$ cat config.mk
export PLATFORM = sky130hd
export DESIGN_NAME = uefc_top
export DESIGN_NICKNAME = d
export VERILOG_FILES = /design/src/design/uefc_pkg.sv /design/src/design/uefc_top.sv
export VERILOG_INCLUDE_DIRS = /design/src /design/src/design
export SDC_FILE = /design/constraint.sdc
export NUM_CORES = 1
export LEC_CHECK = 0
export ABC_AREA = 1
export ABC_CLOCK_PERIOD_IN_PS = 8800
export BUFFER_PORTS_ARGS = -buffer_cell sky130_fd_sc_hd__buf_2
export CORE_MARGIN = 1.5
export CORE_UTILIZATION = 60
export CTS_CLUSTER_DIAMETER = 120
export DETAILED_ROUTE_END_ITERATION = 10
export PLACE_DENSITY_LB_ADDON = 0.12
export REMOVE_ABC_BUFFERS = 1
export SYNTH_ARGS = -nofsm -noshare
export SYNTH_HDL_FRONTEND = slang
export SYNTH_SLANG_ARGS = --single-unit
export TNS_END_PERCENT = 5
$ cat constraint.sdc
create_clock -name clk -period 8.8 [get_ports clk]
set_input_delay 1.76 -clock clk [delete_from_list [all_inputs] [get_ports clk]]
set_output_delay 1.76 -clock clk [all_outputs]
set_load 0.05 [all_outputs]
$ cat src/design/uefc_cfg.svh
// offsets, field positions, reset values and limits of the flow block
`ifndef UEFC_CFG_SVH
`define UEFC_CFG_SVH
// register offsets on the 5-bit register port
`define UEFC_A_DLL   5'h00
`define UEFC_A_DLM   5'h01
`define UEFC_A_DLD   5'h02
`define UEFC_A_IER   5'h03
`define UEFC_A_ISR   5'h04
`define UEFC_A_FCR   5'h05
`define UEFC_A_MCR   5'h06
`define UEFC_A_LSR   5'h07
`define UEFC_A_MSR   5'h08
`define UEFC_A_SPR   5'h09
`define UEFC_A_FEATURE_CONTROL_REG  5'h0a
`define UEFC_A_EFR   5'h0b
`define UEFC_A_TX_FIFO_LEVEL 5'h0c
`define UEFC_A_TX_FIFO_THRESHOLD 5'h0d
`define UEFC_A_RX_FIFO_LEVEL 5'h0e
`define UEFC_A_RX_FIFO_THRESHOLD 5'h0f
`define UEFC_A_PAUSE_CHAR_ONE 5'h10
`define UEFC_A_PAUSE_CHAR_TWO 5'h11
`define UEFC_A_RESUME_CHAR_ONE  5'h12
`define UEFC_A_RESUME_CHAR_TWO  5'h13
`define UEFC_A_FLOW_CHAR_STATUS 5'h14
// reset values that differ from zero
`define UEFC_RST_DLL 8'h01
`define UEFC_RST_SPR 8'hff
`define UEFC_LSR_EMPTY 8'h60
// write-protected enhanced bits per register
`define UEFC_ENH_IER 8'he0
`define UEFC_ENH_ISR 8'h30
`define UEFC_ENH_FCR 8'h30
`define UEFC_ENH_MCR 8'hec
`define UEFC_ENH_MSR 8'hfc
// field positions
`define UEFC_EFR_CTS 7
`define UEFC_EFR_RTS 6
`define UEFC_EFR_SPC 5
`define UEFC_EFR_ENH 4
`define UEFC_MCR_DTR 0
`define UEFC_MCR_RTS 1
`define UEFC_MCR_SEL 2
`define UEFC_MSR_TXOFF 3
`define UEFC_MSR_RXOFF 2
// fifo depth and the fixed next-level step
`define UEFC_DEPTH 7'd64
`define UEFC_STEP 8'h04
`define UEFC_TABLE_D 2'b11
`endif

$ cat src/design/uefc_pkg.sv
// types shared by the flow block and its bench
package uefc_pkg;
  // control character sender states
  typedef enum logic [1:0] {
    TX_IDLE,
    TX_FIRST,
    TX_SECOND
  } uefc_txst_t;
  // one character with its valid flag
  typedef struct packed {
    logic       valid;
    logic [7:0] data;
  } uefc_char_t;
  // transmit fifo push and pop events
  typedef struct packed {
    logic push;
    logic pop;
  } uefc_fifo_ev_t;
endpackage

$ cat src/design/uefc_top.sv
// enhanced flow control and fifo monitor of one uart channel
`timescale 1ns/1ps
`include "uefc_cfg.svh"
module uefc_top (
  input  wire logic                    clk,
  input  wire logic                    rst,
  input  wire logic                    ce,
  input  wire logic [4:0]              reg_addr,
  input  wire logic [7:0]              reg_wdata,
  input  wire logic                    reg_wr,
  input  wire logic                    reg_rd,
  output logic      [7:0]              reg_rdata,
  input  wire uefc_pkg::uefc_fifo_ev_t tx_fifo_ev,
  input  wire logic                    rx_fifo_pop,
  input  wire uefc_pkg::uefc_char_t    rx_char,
  output uefc_pkg::uefc_char_t         rx_fifo_wr,
  input  wire logic                    cts_n,
  input  wire logic                    dsr_n,
  input  wire logic [3:0]              line_levels,
  output logic                         tx_halt,
  output uefc_pkg::uefc_char_t         tx_ctl,
  input  wire logic                    tx_ctl_ready,
  output logic                         rts_n,
  output logic                         dtr_n,
  output logic                         tx_trig_irq,
  output logic                         rx_trig_irq,
  output logic                         flow_irq
);
  import uefc_pkg::*;

  //////////////////////////////////////////////////////////////////////
  // storage
  logic [7:0] dll_r, dlm_r, dld_r;   // divisor bytes, stored only
  logic [7:0] ier_r, fcr_r, mcr_r;   // enable, fifo, modem control
  logic [7:0] msr_r, spr_r, feature_control_reg_r;  // mode, scratch, feature
  logic [7:0] efr_r;                 // enhanced feature control
  logic [7:0] tx_fifo_threshold_r, rx_fifo_threshold_r;      // fifo thresholds
  logic [7:0] pause_char_one_r, pause_char_two_r;      // pause characters
  logic [7:0] resume_char_one_r, resume_char_two_r;        // resume characters
  logic [1:0] isr_r, isr_nxt;        // flow and special sticky bits
  logic [3:0] flow_char_status_r, flow_char_status_nxt;    // last control char flags
  logic [6:0] tx_lvl_r, rx_lvl_r;    // fifo levels
  logic       strap_done_r;          // strap captured after reset
  logic       flow_hi_r;             // receive fifo above upper level
  logic       rx_paused_r;           // remote asked us to pause
  logic       paused_sent_r;         // last control char we sent
  logic       kind_r;                // sending pause when high
  logic [1:0] half_r;                // first half of a pair seen
  logic [7:0] rdata_r, rd_val;       // read data path
  uefc_txst_t st_r, st_nxt;          // control char sender
  uefc_char_t fifo_wr_r;             // registered fifo write

  //////////////////////////////////////////////////////////////////////
  // write decode
  wire wr     = ce & reg_wr;
  wire enh_ok = efr_r[`UEFC_EFR_ENH];
  wire rd_xch = ce & reg_rd & (reg_addr == `UEFC_A_FLOW_CHAR_STATUS);

  // keep protected bits unless the enhanced enable is set
  function automatic logic [7:0] gate(input logic [7:0] old_v,
                                      input logic [7:0] new_v,
                                      input logic [7:0] mask,
                                      input logic       ok);
    logic [7:0] keep;
    keep = ok ? 8'h00 : mask;
    gate = (old_v & keep) | (new_v & ~keep);
  endfunction

  // hysteresis in characters per code, table d only
  function automatic logic [7:0] hyst(input logic [3:0] c);
    case (c)
      4'h0: hyst = 8'd0;
      4'h1: hyst = 8'd4;
      4'h2: hyst = 8'd6;
      4'h3: hyst = 8'd8;
      4'h4: hyst = 8'd8;
      4'h5: hyst = 8'd16;
      4'h6: hyst = 8'd24;
      4'h7: hyst = 8'd32;
      4'h8: hyst = 8'd40;
      4'h9: hyst = 8'd44;
      4'ha: hyst = 8'd48;
      4'hb: hyst = 8'd52;
      4'hc: hyst = 8'd12;
      4'hd: hyst = 8'd20;
      4'he: hyst = 8'd28;
      default: hyst = 8'd36;
    endcase
  endfunction

  // level step with saturation at both ends
  function automatic logic [6:0] step(input logic [6:0] l,
                                      input logic       inc,
                                      input logic       dec);
    logic up, dn;
    up = inc & (l != `UEFC_DEPTH);
    dn = dec & (l != 7'd0);
    if (up & ~dn) begin
      step = l + 7'd1;
    end else if (dn & ~up) begin
      step = l - 7'd1;
    end else begin
      step = l;
    end
  endfunction

  //////////////////////////////////////////////////////////////////////
  // configuration registers
  always_ff @(posedge clk or posedge rst) begin
    if (rst) begin
      dll_r <= `UEFC_RST_DLL;
      dlm_r <= 8'h00;
      dld_r <= 8'h00;
      ier_r <= 8'h00;
      fcr_r <= 8'h00;
      mcr_r <= 8'h00;
      msr_r <= 8'h00;
      spr_r <= `UEFC_RST_SPR;
      feature_control_reg_r <= 8'h00;
      efr_r <= 8'h00;
      tx_fifo_threshold_r <= 8'h00;
      rx_fifo_threshold_r <= 8'h00;
      pause_char_one_r <= 8'h00;
      pause_char_two_r <= 8'h00;
      resume_char_one_r <= 8'h00;
      resume_char_two_r <= 8'h00;
      strap_done_r <= 1'b0;
    end else if (ce) begin
      // input levels caught on the first enabled edge after reset
      if (!strap_done_r) begin
        msr_r[7:4] <= line_levels;
        strap_done_r <= 1'b1;
      end else if (wr) begin
        case (reg_addr)
          `UEFC_A_DLL: dll_r <= reg_wdata;
          `UEFC_A_DLM: dlm_r <= reg_wdata;
          `UEFC_A_DLD: dld_r <= reg_wdata;
          `UEFC_A_IER: ier_r <= gate(ier_r, reg_wdata, `UEFC_ENH_IER, enh_ok);
          `UEFC_A_FCR: fcr_r <= gate(fcr_r, reg_wdata, `UEFC_ENH_FCR, enh_ok);
          `UEFC_A_MCR: mcr_r <= gate(mcr_r, reg_wdata, `UEFC_ENH_MCR, enh_ok);
          `UEFC_A_MSR: msr_r <= gate(msr_r, reg_wdata, `UEFC_ENH_MSR, enh_ok);
          `UEFC_A_SPR: spr_r <= reg_wdata;
          `UEFC_A_FEATURE_CONTROL_REG: feature_control_reg_r <= reg_wdata;
          `UEFC_A_EFR: efr_r <= reg_wdata;
          `UEFC_A_TX_FIFO_THRESHOLD: tx_fifo_threshold_r <= reg_wdata;
          `UEFC_A_RX_FIFO_THRESHOLD: rx_fifo_threshold_r <= reg_wdata;
          `UEFC_A_PAUSE_CHAR_ONE: pause_char_one_r <= reg_wdata;
          `UEFC_A_PAUSE_CHAR_TWO: pause_char_two_r <= reg_wdata;
          `UEFC_A_RESUME_CHAR_ONE: resume_char_one_r <= reg_wdata;
          `UEFC_A_RESUME_CHAR_TWO: resume_char_two_r <= reg_wdata;
          default: ;
        endcase
      end
    end
  end

  //////////////////////////////////////////////////////////////////////
  // receive character compare
  wire [1:0] rx_mode = efr_r[1:0];
  wire [1:0] tx_mode = efr_r[3:2];
  wire m1on  = rx_char.data == resume_char_one_r;
  wire m1off = rx_char.data == pause_char_one_r;
  wire m2on  = rx_char.data == resume_char_two_r;
  wire m2off = rx_char.data == pause_char_two_r;
  // both-pair mode when transmit uses both pairs or none
  wire pair  = (rx_mode == 2'b11) & (tx_mode[1] == tx_mode[0]);
  wire any   = (rx_mode == 2'b11) & ~pair;
  wire hit_on  = (rx_mode == 2'b10 & m1on) | (rx_mode == 2'b01 & m2on)
               | (any & (m1on | m2on)) | (pair & half_r[1] & m2on);
  wire hit_off = (rx_mode == 2'b10 & m1off) | (rx_mode == 2'b01 & m2off)
               | (any & (m1off | m2off)) | (pair & half_r[0] & m2off);
  wire rx_ev   = ce & rx_char.valid;
  wire rx_on   = rx_ev & hit_on;
  wire rx_off  = rx_ev & hit_off;
  wire special = rx_ev & efr_r[`UEFC_EFR_SPC] & m2off;
  // matched flow characters never reach the fifo, except the first char of a pair in pair mode
  wire fifo_push = rx_char.valid & ~hit_on & ~hit_off
                 & ~msr_r[`UEFC_MSR_RXOFF];

  // receive side state: pair tracking, remote pause, fifo write
  always_ff @(posedge clk or posedge rst) begin
    if (rst) begin
      half_r <= 2'b00;
      rx_paused_r <= 1'b0;
      fifo_wr_r <= '0;
    end else if (ce) begin
      fifo_wr_r.valid <= fifo_push;
      fifo_wr_r.data <= rx_char.data;
      if (rx_char.valid) begin
        half_r <= {pair & m1on, pair & m1off};
      end
      if (rx_mode == 2'b00) begin
        rx_paused_r <= 1'b0;
      end else if (rx_off) begin
        rx_paused_r <= 1'b1;
      end else if (rx_on) begin
        rx_paused_r <= 1'b0;
      end
    end
  end

  //////////////////////////////////////////////////////////////////////
  // fifo levels, thresholds and handshake watermark
  wire [7:0] rx_lvl = {1'b0, rx_lvl_r};
  wire [7:0] tx_lvl = {1'b0, tx_lvl_r};
  wire       tbl_d  = feature_control_reg_r[7:6] == `UEFC_TABLE_D;
  wire [7:0] hy     = tbl_d ? hyst(feature_control_reg_r[3:0]) : `UEFC_STEP;
  wire [7:0] upper  = rx_fifo_threshold_r + hy;
  wire [7:0] lower  = (rx_fifo_threshold_r > hy) ? rx_fifo_threshold_r - hy : 8'h00;
  wire       trg_on = rx_fifo_threshold_r != 8'h00;

  assign tx_trig_irq = tx_lvl < tx_fifo_threshold_r;
  assign rx_trig_irq = trg_on & (rx_lvl >= rx_fifo_threshold_r);

  // level counters and the watermark flag
  always_ff @(posedge clk or posedge rst) begin
    if (rst) begin
      tx_lvl_r <= 7'd0;
      rx_lvl_r <= 7'd0;
      flow_hi_r <= 1'b0;
    end else if (ce) begin
      tx_lvl_r <= step(tx_lvl_r, tx_fifo_ev.push, tx_fifo_ev.pop);
      rx_lvl_r <= step(rx_lvl_r, fifo_wr_r.valid, rx_fifo_pop);
      if (trg_on & (rx_lvl >= upper)) begin
        flow_hi_r <= 1'b1;
      end else if (rx_lvl < lower) begin
        flow_hi_r <= 1'b0;
      end
    end
  end

  //////////////////////////////////////////////////////////////////////
  // hardware handshake pins
  wire sel_dsr = mcr_r[`UEFC_MCR_SEL];
  wire auto_hi = efr_r[`UEFC_EFR_RTS] & flow_hi_r;
  // modem bit low keeps the pin high, as after reset
  assign rts_n = ~mcr_r[`UEFC_MCR_RTS] | (auto_hi & ~sel_dsr);
  assign dtr_n = ~mcr_r[`UEFC_MCR_DTR] | (auto_hi & sel_dsr);
  wire hs_in   = sel_dsr ? dsr_n : cts_n;
  // the shifter finishes its current character before obeying
  assign tx_halt = (efr_r[`UEFC_EFR_CTS] & hs_in) | rx_paused_r
                 | msr_r[`UEFC_MSR_TXOFF];

  //////////////////////////////////////////////////////////////////////
  // control character sender
  wire last_ok = tx_ctl_ready & ((st_r == TX_FIRST & tx_mode != 2'b11)
               | st_r == TX_SECOND);
  wire tx_done = ce & last_ok;
  wire [7:0] ch_one = tx_mode[1] ? (kind_r ? pause_char_one_r : resume_char_one_r)
                                 : (kind_r ? pause_char_two_r : resume_char_two_r);
  wire [7:0] ch_two = kind_r ? pause_char_two_r : resume_char_two_r;
  wire want = (tx_mode != 2'b00) & (flow_hi_r != paused_sent_r);

  // next state of the sender
  always_comb begin
    st_nxt = st_r;
    case (st_r)
      TX_IDLE: if (want) st_nxt = TX_FIRST;
      TX_FIRST: if (tx_ctl_ready) st_nxt = (tx_mode == 2'b11) ?
                                          TX_SECOND : TX_IDLE;
      TX_SECOND: if (tx_ctl_ready) st_nxt = TX_IDLE;
      default: st_nxt = TX_IDLE;
    endcase
  end

  // sender registers and the character offered to the shifter
  always_ff @(posedge clk or posedge rst) begin
    if (rst) begin
      st_r <= TX_IDLE;
      kind_r <= 1'b0;
      paused_sent_r <= 1'b0;
    end else if (ce) begin
      st_r <= st_nxt;
      if (st_r == TX_IDLE & want) begin
        kind_r <= flow_hi_r;
      end
      if (tx_mode == 2'b00) begin
        paused_sent_r <= flow_hi_r;
      end else if (last_ok) begin
        paused_sent_r <= kind_r;
      end
    end
  end
  assign tx_ctl = '{valid: st_r != TX_IDLE,
                    data: (st_r == TX_SECOND) ? ch_two : ch_one};

  //////////////////////////////////////////////////////////////////////
  // sticky status: set wins over clear
  wire isr_wr = wr & enh_ok & (reg_addr == `UEFC_A_ISR);
  assign isr_nxt = (isr_wr ? reg_wdata[5:4] : isr_r)
                 | {rx_on | rx_off, special};
  wire [3:0] xc_base = rd_xch ? 4'h0 : flow_char_status_r;
  wire tx_on_d  = tx_done & ~kind_r;
  wire tx_off_d = tx_done & kind_r;
  assign flow_char_status_nxt = (efr_r[3:0] == 4'h0) ? 4'h0 :
    {tx_on_d | (xc_base[3] & ~tx_off_d), tx_off_d | (xc_base[2] & ~tx_on_d),
     rx_on | (xc_base[1] & ~rx_off), rx_off | (xc_base[0] & ~rx_on)};
  assign flow_irq = isr_r != 2'b00;

  // status registers and read data
  always_ff @(posedge clk or posedge rst) begin
    if (rst) begin
      isr_r <= 2'b00;
      flow_char_status_r <= 4'h0;
      rdata_r <= 8'h00;
    end else if (ce) begin
      isr_r <= isr_nxt;
      flow_char_status_r <= flow_char_status_nxt;
      rdata_r <= reg_rd ? rd_val : 8'h00;
    end
  end

  //////////////////////////////////////////////////////////////////////
  // read mux, write-only and unmapped offsets read zero
  wire pend = tx_trig_irq | rx_trig_irq | flow_irq;
  wire [7:0] lsr_v = (tx_lvl_r == 7'd0) ? `UEFC_LSR_EMPTY : 8'h00;
  always_comb begin
    case (reg_addr)
      `UEFC_A_DLL: rd_val = dll_r;
      `UEFC_A_DLM: rd_val = dlm_r;
      `UEFC_A_DLD: rd_val = dld_r;
      `UEFC_A_IER: rd_val = ier_r;
      `UEFC_A_ISR: rd_val = {2'b00, isr_r, 1'b0, rx_trig_irq,
                             tx_trig_irq, ~pend};
      `UEFC_A_FCR: rd_val = fcr_r;
      `UEFC_A_MCR: rd_val = mcr_r;
      `UEFC_A_LSR: rd_val = lsr_v;
      `UEFC_A_MSR: rd_val = msr_r;
      `UEFC_A_SPR: rd_val = spr_r;
      `UEFC_A_FEATURE_CONTROL_REG: rd_val = feature_control_reg_r;
      `UEFC_A_EFR: rd_val = efr_r;
      `UEFC_A_TX_FIFO_LEVEL: rd_val = tx_lvl;
      `UEFC_A_RX_FIFO_LEVEL: rd_val = rx_lvl;
      `UEFC_A_FLOW_CHAR_STATUS: rd_val = {4'h0, flow_char_status_r};
      default: rd_val = 8'h00;
    endcase
  end
  assign reg_rdata = rdata_r;
  assign rx_fifo_wr = fifo_wr_r;
endmodule

**Word-level counts from Yosys, hierarchy flattened**

Memory sizes are Yosys's and may differ from the RTL's.
Cells that the tools add are included.

- Logic and storage cells: 268
- Bits of input ports: 37
- Memory bits (read-only): 80
- Register bits: 174
- Memories kept: 1

Memories:

| name | words | width | read ports | clocked after memory_dff | write ports | line | source |
|---|---|---|---|---|---|---|---|
| (name not given) | 16 | 5 | 1 | 0 | 0 | uefc_top.sv:71 | `case (c)` |

- Eq/ne operators: 41
- Multiplexer cells: 36
- $add $sub $neg: 6
- Order comparisons: 5
- Reduce and logical (&&, ||, !) cells: 42
- Bitwise logic cells: 106

Operators by type and width:

| cell | number |
|---|---|
| 8-bit one-hot mux with 15 select lines | 1 |
| 8-bit 2-to-1 mux | 12 |
| 4-bit AND reduction | 17 |
| 8-bit AND | 7 |
| 1-bit AND | 52 |
| 5-bit by 4-bit == test with 1-bit output (second input constant) | 8 |
| 7-bit 2-to-1 mux | 5 |
| 8-bit == test | 4 |
| 8-bit bitwise OR | 4 |
| 5-bit == test (second input constant) | 5 |
| 8-bit inverter | 3 |
| 5-bit by 3-bit == test with 1-bit output (second input constant) | 4 |
| 1-bit bitwise OR | 20 |
| 1-bit inverter | 17 |
| 7-bit by 8-bit greater-or-equal comparator with 1-bit output | 2 |
| 7-bit by 8-bit < comparator with 1-bit output | 2 |
| 7-bit by 1-bit adder with 7-bit output (second input constant) | 2 |
| 7-bit != test (second input constant) | 2 |
| 2-bit AND reduction | 7 |
| 2-bit nonzero test | 7 |
| 7-bit nonzero test | 2 |
| 7-bit by 1-bit subtractor with 7-bit output (second input constant) | 2 |
| 4-bit 2-to-1 mux | 3 |
| 2-bit == test (second input constant) | 5 |
| 24 further kinds | 43 |

**Longest topological paths before layout**

- Word-level depth: 12
- Gate-level depth with buffers: 23
- Gate-level depth less buffers: 22

**Worst setup path before layout**

OpenSTA, ideal clock, no wires.

- Kind: input port to output port
- Start: in cts_n
- End: out tx_halt
- Slack: 4.136 ns
- Data arrival time: 2.904 ns
- Buffers on the path: 0
- Stages: 2
- Cells stage by stage: o21ai_0 > o21ai_0

- Cells in the longest elaborated chain, start to end: 4

RTL lines:

| what | line | source |
|---|---|---|
| start: declaration | uefc_top.sv:17 | `input wire logic cts_n,` |
| 1-bit 2-to-1 mux | uefc_top.sv:239 | `wire hs_in = sel_dsr ? dsr_n : cts_n;` |
| 1-bit AND | uefc_top.sv:241 | `` assign tx_halt = (efr_r[`UEFC_EFR_CTS] & hs_in) \| rx_paused_r `` |
| 1-bit bitwise OR (2 in series) | uefc_top.sv:241 |  |
| end: declaration | uefc_top.sv:20 | `output logic tx_halt,` |

Every way passes these cells.

==> results.toml <==
[timing]
drv_slew = 0
finClkSkew_ns = 0.008230
fin_crit_sh = 0.5257
fin_tns_setup_ns = 0
post-route-min-period_ns = 4.626
finalSetupViolCount = 0
fin_hold_ws_ns = 0.4697
finalHoldViolations = 0
fin_ws_ns = 4.174
fmax_mhz = 216.2
rsz0062_at_grt = "false"
tightest_slew_ns = 0.9987
relSlewSlack = 0.3342

[power_and_ir_drop]
clock_power_share = 0.286
seq_power_share = 0.397
ir_worst_vdd_mv = 0.1429
sw_frac_of_total = 0.3914
intPower_mw = 1.652
power_density_nw_per_um2 = 241.1
leakage_nw = 5.486
power_mw = 2.714
p_comb_frac = 0.316
p_sw_mw = 1.062

[global_routing]
track_usage = 0.3214
grt_first_pass_wirelength_mm = 44.16
gr-total-overflow = 0
grt_pass1_vias = 8334
antenna_found_initial = 0
grt_start_max_net_pins = 108

[die]
ioPinCount = 69
start_util = 0.6167
dieArea_um2 = 17900
core_area_um2 = 16640
die_x_um = 133.8
die_h_um = 133.8
row_count = 47

[min_path]
min_from = "rx_fifo_wr[5]$_DFFE_PP0P_"
hold_class = "flip-flop to flip-flop"
hold_depth = 2

[yosys]
synth_cell_types = 51
netlist_area_um2 = 10260
synth-adder-area-share = 0.07241
synthSimpleGateAreaFrac = 0.2430
ys.warnings.count = 0
synth_top_family_by_area = "simple AND/OR/NAND/NOR gates"
ys.flop_type = "dfrtp_1"
yosys_register_bits = 174
synth_area_per_cell_um2 = 7.907
yosys-mux-area-fraction = 0
synth_edf_count = 0
ys_seq_area_frac = 0.4253
postSynthCellCount = 1298
synthXorXnorAreaFrac = 0.03755
synth-compound-area-share = 0.1456
synthArstFlopShare = 1.000

[detailed_routing]
dr.first_iter.drc_count = 687
dr_wl_met3_mm = 2.074
wl_mm = 27.73
antenna_left = 0
drcViolationCount = 0
via_per_inst = 5.736
wl_per_cell_um = 17.58
vias = 9045
wl_met2_mm = 12.68
drt-met1-wl_mm = 12.18
drt_pass1_iterations = 7
dr.max_layer_used = "met4"

[worst_setup_path]
r2r-end = "flow_hi_r$_DFFE_PP0P_"
cpPeakStageDelay_ns = 0.92
crit_required_ns = 7.04
crit_end = "tx_ctl[0]"
crit_path_start_kind = "flip-flop"
reg2reg_depth = 20
crit_start = "efr_r[3]$_DFFE_PP0P_"
cp_max_fo = 19
timing.rr.start = "feature_control_reg_r[0]$_DFFE_PP0P_"
r2r_setup_slack_ns = 5.27
path_class = "flip-flop to primary output"
worstPathArrival_ns = 2.87
crit_slowest_cell = "nor2_1"
cp-end-kind = "primary output"
path_cells = "clkinv_1, nor2_1, o21ai_0, o22ai_1, buf_2"

[clock_network]
clk_pin_slew_ns = 0.07
cts_tree = "yes"
cts_buffers = 17
cts-hold-fix-buffers = 0
cts-htree-levels = 4
ctsResizeCount = 0
cts.sink_count = 174
clk_latency_ns = 0.43
clock_path_buffers = 2
root_buffer = "clkbuf_16"
cts_setup_buffers = 0

[cells_and_area]
final_cell_mix = "nand2_1 (383), dfrtp_1 (165), o21ai_0 (132)"
fin_nets = 1438
utilization = 0.6765
area_delta_synth_final_pct = 9.692
stdcell_count = 1577
n_antenna_cell = 0
fin_area_um2 = 11260
seqCellArea_um2 = 4365
drive_gt1_frac = 0.1216
fillers = 1439
layout_commonest_cell = "nand2_1"
multi_input_area_um2 = 5116

[placement]
post-place-ws_ns = 4.698
place_congestion = 0.9289
port_buffers = 68
place_area_um2 = 10650
placed_cells = 1545
dp_hpwl_mm = 19.87

[outcome]
status = "finished, final reports clean"

[job]
max_cap_viol_count = 0
power groups by stage:
stage	Combinational, mW	Clock, mW	Sequential (mW)
CTS	0.860	0.782	1.07
global route	0.974	0.817	1.09
detailed placement	0.855	0	1.09
finish	0.858	0.777	1.08
global placement	0.827	0	1.08
floorplan	0.647	0	1.04
layout make-up:
class	instances	area share
well taps	220	0.02445
repair buffers	71	0.03223
clock buffers	17	0.03779
multi-input cells	941	0.4544
flip-flops and latches	174	0.3878
clock inverters	15	0.01611
inverters	139	0.04723
critical path, delay by kind of cell, from the launching register on:
kind / cells / cell delay (ns)
simple gates: 1 / 0.92
buf+inv: 2 / 0.75
flops: 1 / 0.38
compound gates: 2 / 0.37
Yosys cell counts (15+ instances only):
cell type / n / area share
a21oi_1: 34 / 0.017
buf_2: 15 / 0.0073
clkbuf_1: 18 / 0.0066
dfrtp_1: 165 / 0.40
ha_1: 53 / 0.065
inv_1: 128 / 0.047
nand2_1: 383 / 0.14
nand3_1: 31 / 0.015
nor2_1: 65 / 0.024
nor3_1: 32 / 0.016
o21ai_0: 132 / 0.064
o21ai_1: 41 / 0.020
o22ai_1: 21 / 0.013
xnor2_1: 29 / 0.025
xor2_1: 15 / 0.013
cell families (layout without fill, tap and decap cells):
logic type / Yosys count / in the layout
buffers and inverters: 183 / 242
AOI/OAI and AO/OA: 269 / 269
adders and majority gates: 57 / 57
and+or+nand+nor: 571 / 571
DFF: 174 / 174
xor gates and xnor gates: 44 / 44
sequential cells by signal, indices dropped and copies added (netlist names), 3 cells and up, named ones only:
register               flops
reg_rdata                  8
dll_r                      8
ier_r                      5
resume_char_two_r          8
pause_char_two_r           8
dld_r                      8
fcr_r                      6
efr_r                      8
spr_r                      8
msr_r                      6
mcr_r                      3
tx_fifo_threshold_r        8
dlm_r                      8
rx_fifo_threshold_r        8
feature_control_reg_r      8
flow_char_status_r         4
pause_char_one_r           8
resume_char_one_r          8
rx_lvl_r                   7
tx_lvl_r                   7
rx_fifo_wr                 9
worst min-delay path by stage:
| stage | slack (ns) | endpoint |
|---|---|---|
| CTS | 0.47 | rx_fifo_wr[5]$_DFFE_PP0P_ |
| detailed placement | 0.45 | rx_fifo_wr[5]$_DFFE_PP0P_ |
| global route | 0.50 | reg_rdata[4]$_DFFE_PP0P_ |
| global placement | 0.45 | rx_fifo_wr[3]$_DFFE_PP0P_ |
| finish | 0.47 | rx_fifo_wr[5]$_DFFE_PP0P_ |
| floorplan | 0.45 | dld_r[4]$_DFFE_PP0P_ |
layer usage:
metal | GRT usage | vias to the layer above
met5 | 0 | -
met1 | 0.4587 | 4312
met2 | 0.4951 | 349
met4 | 0.1178 | 0
li1 | - | 4329
met3 | 0.05669 | 55
Note: power is estimated with default switching activity, not from simulation.
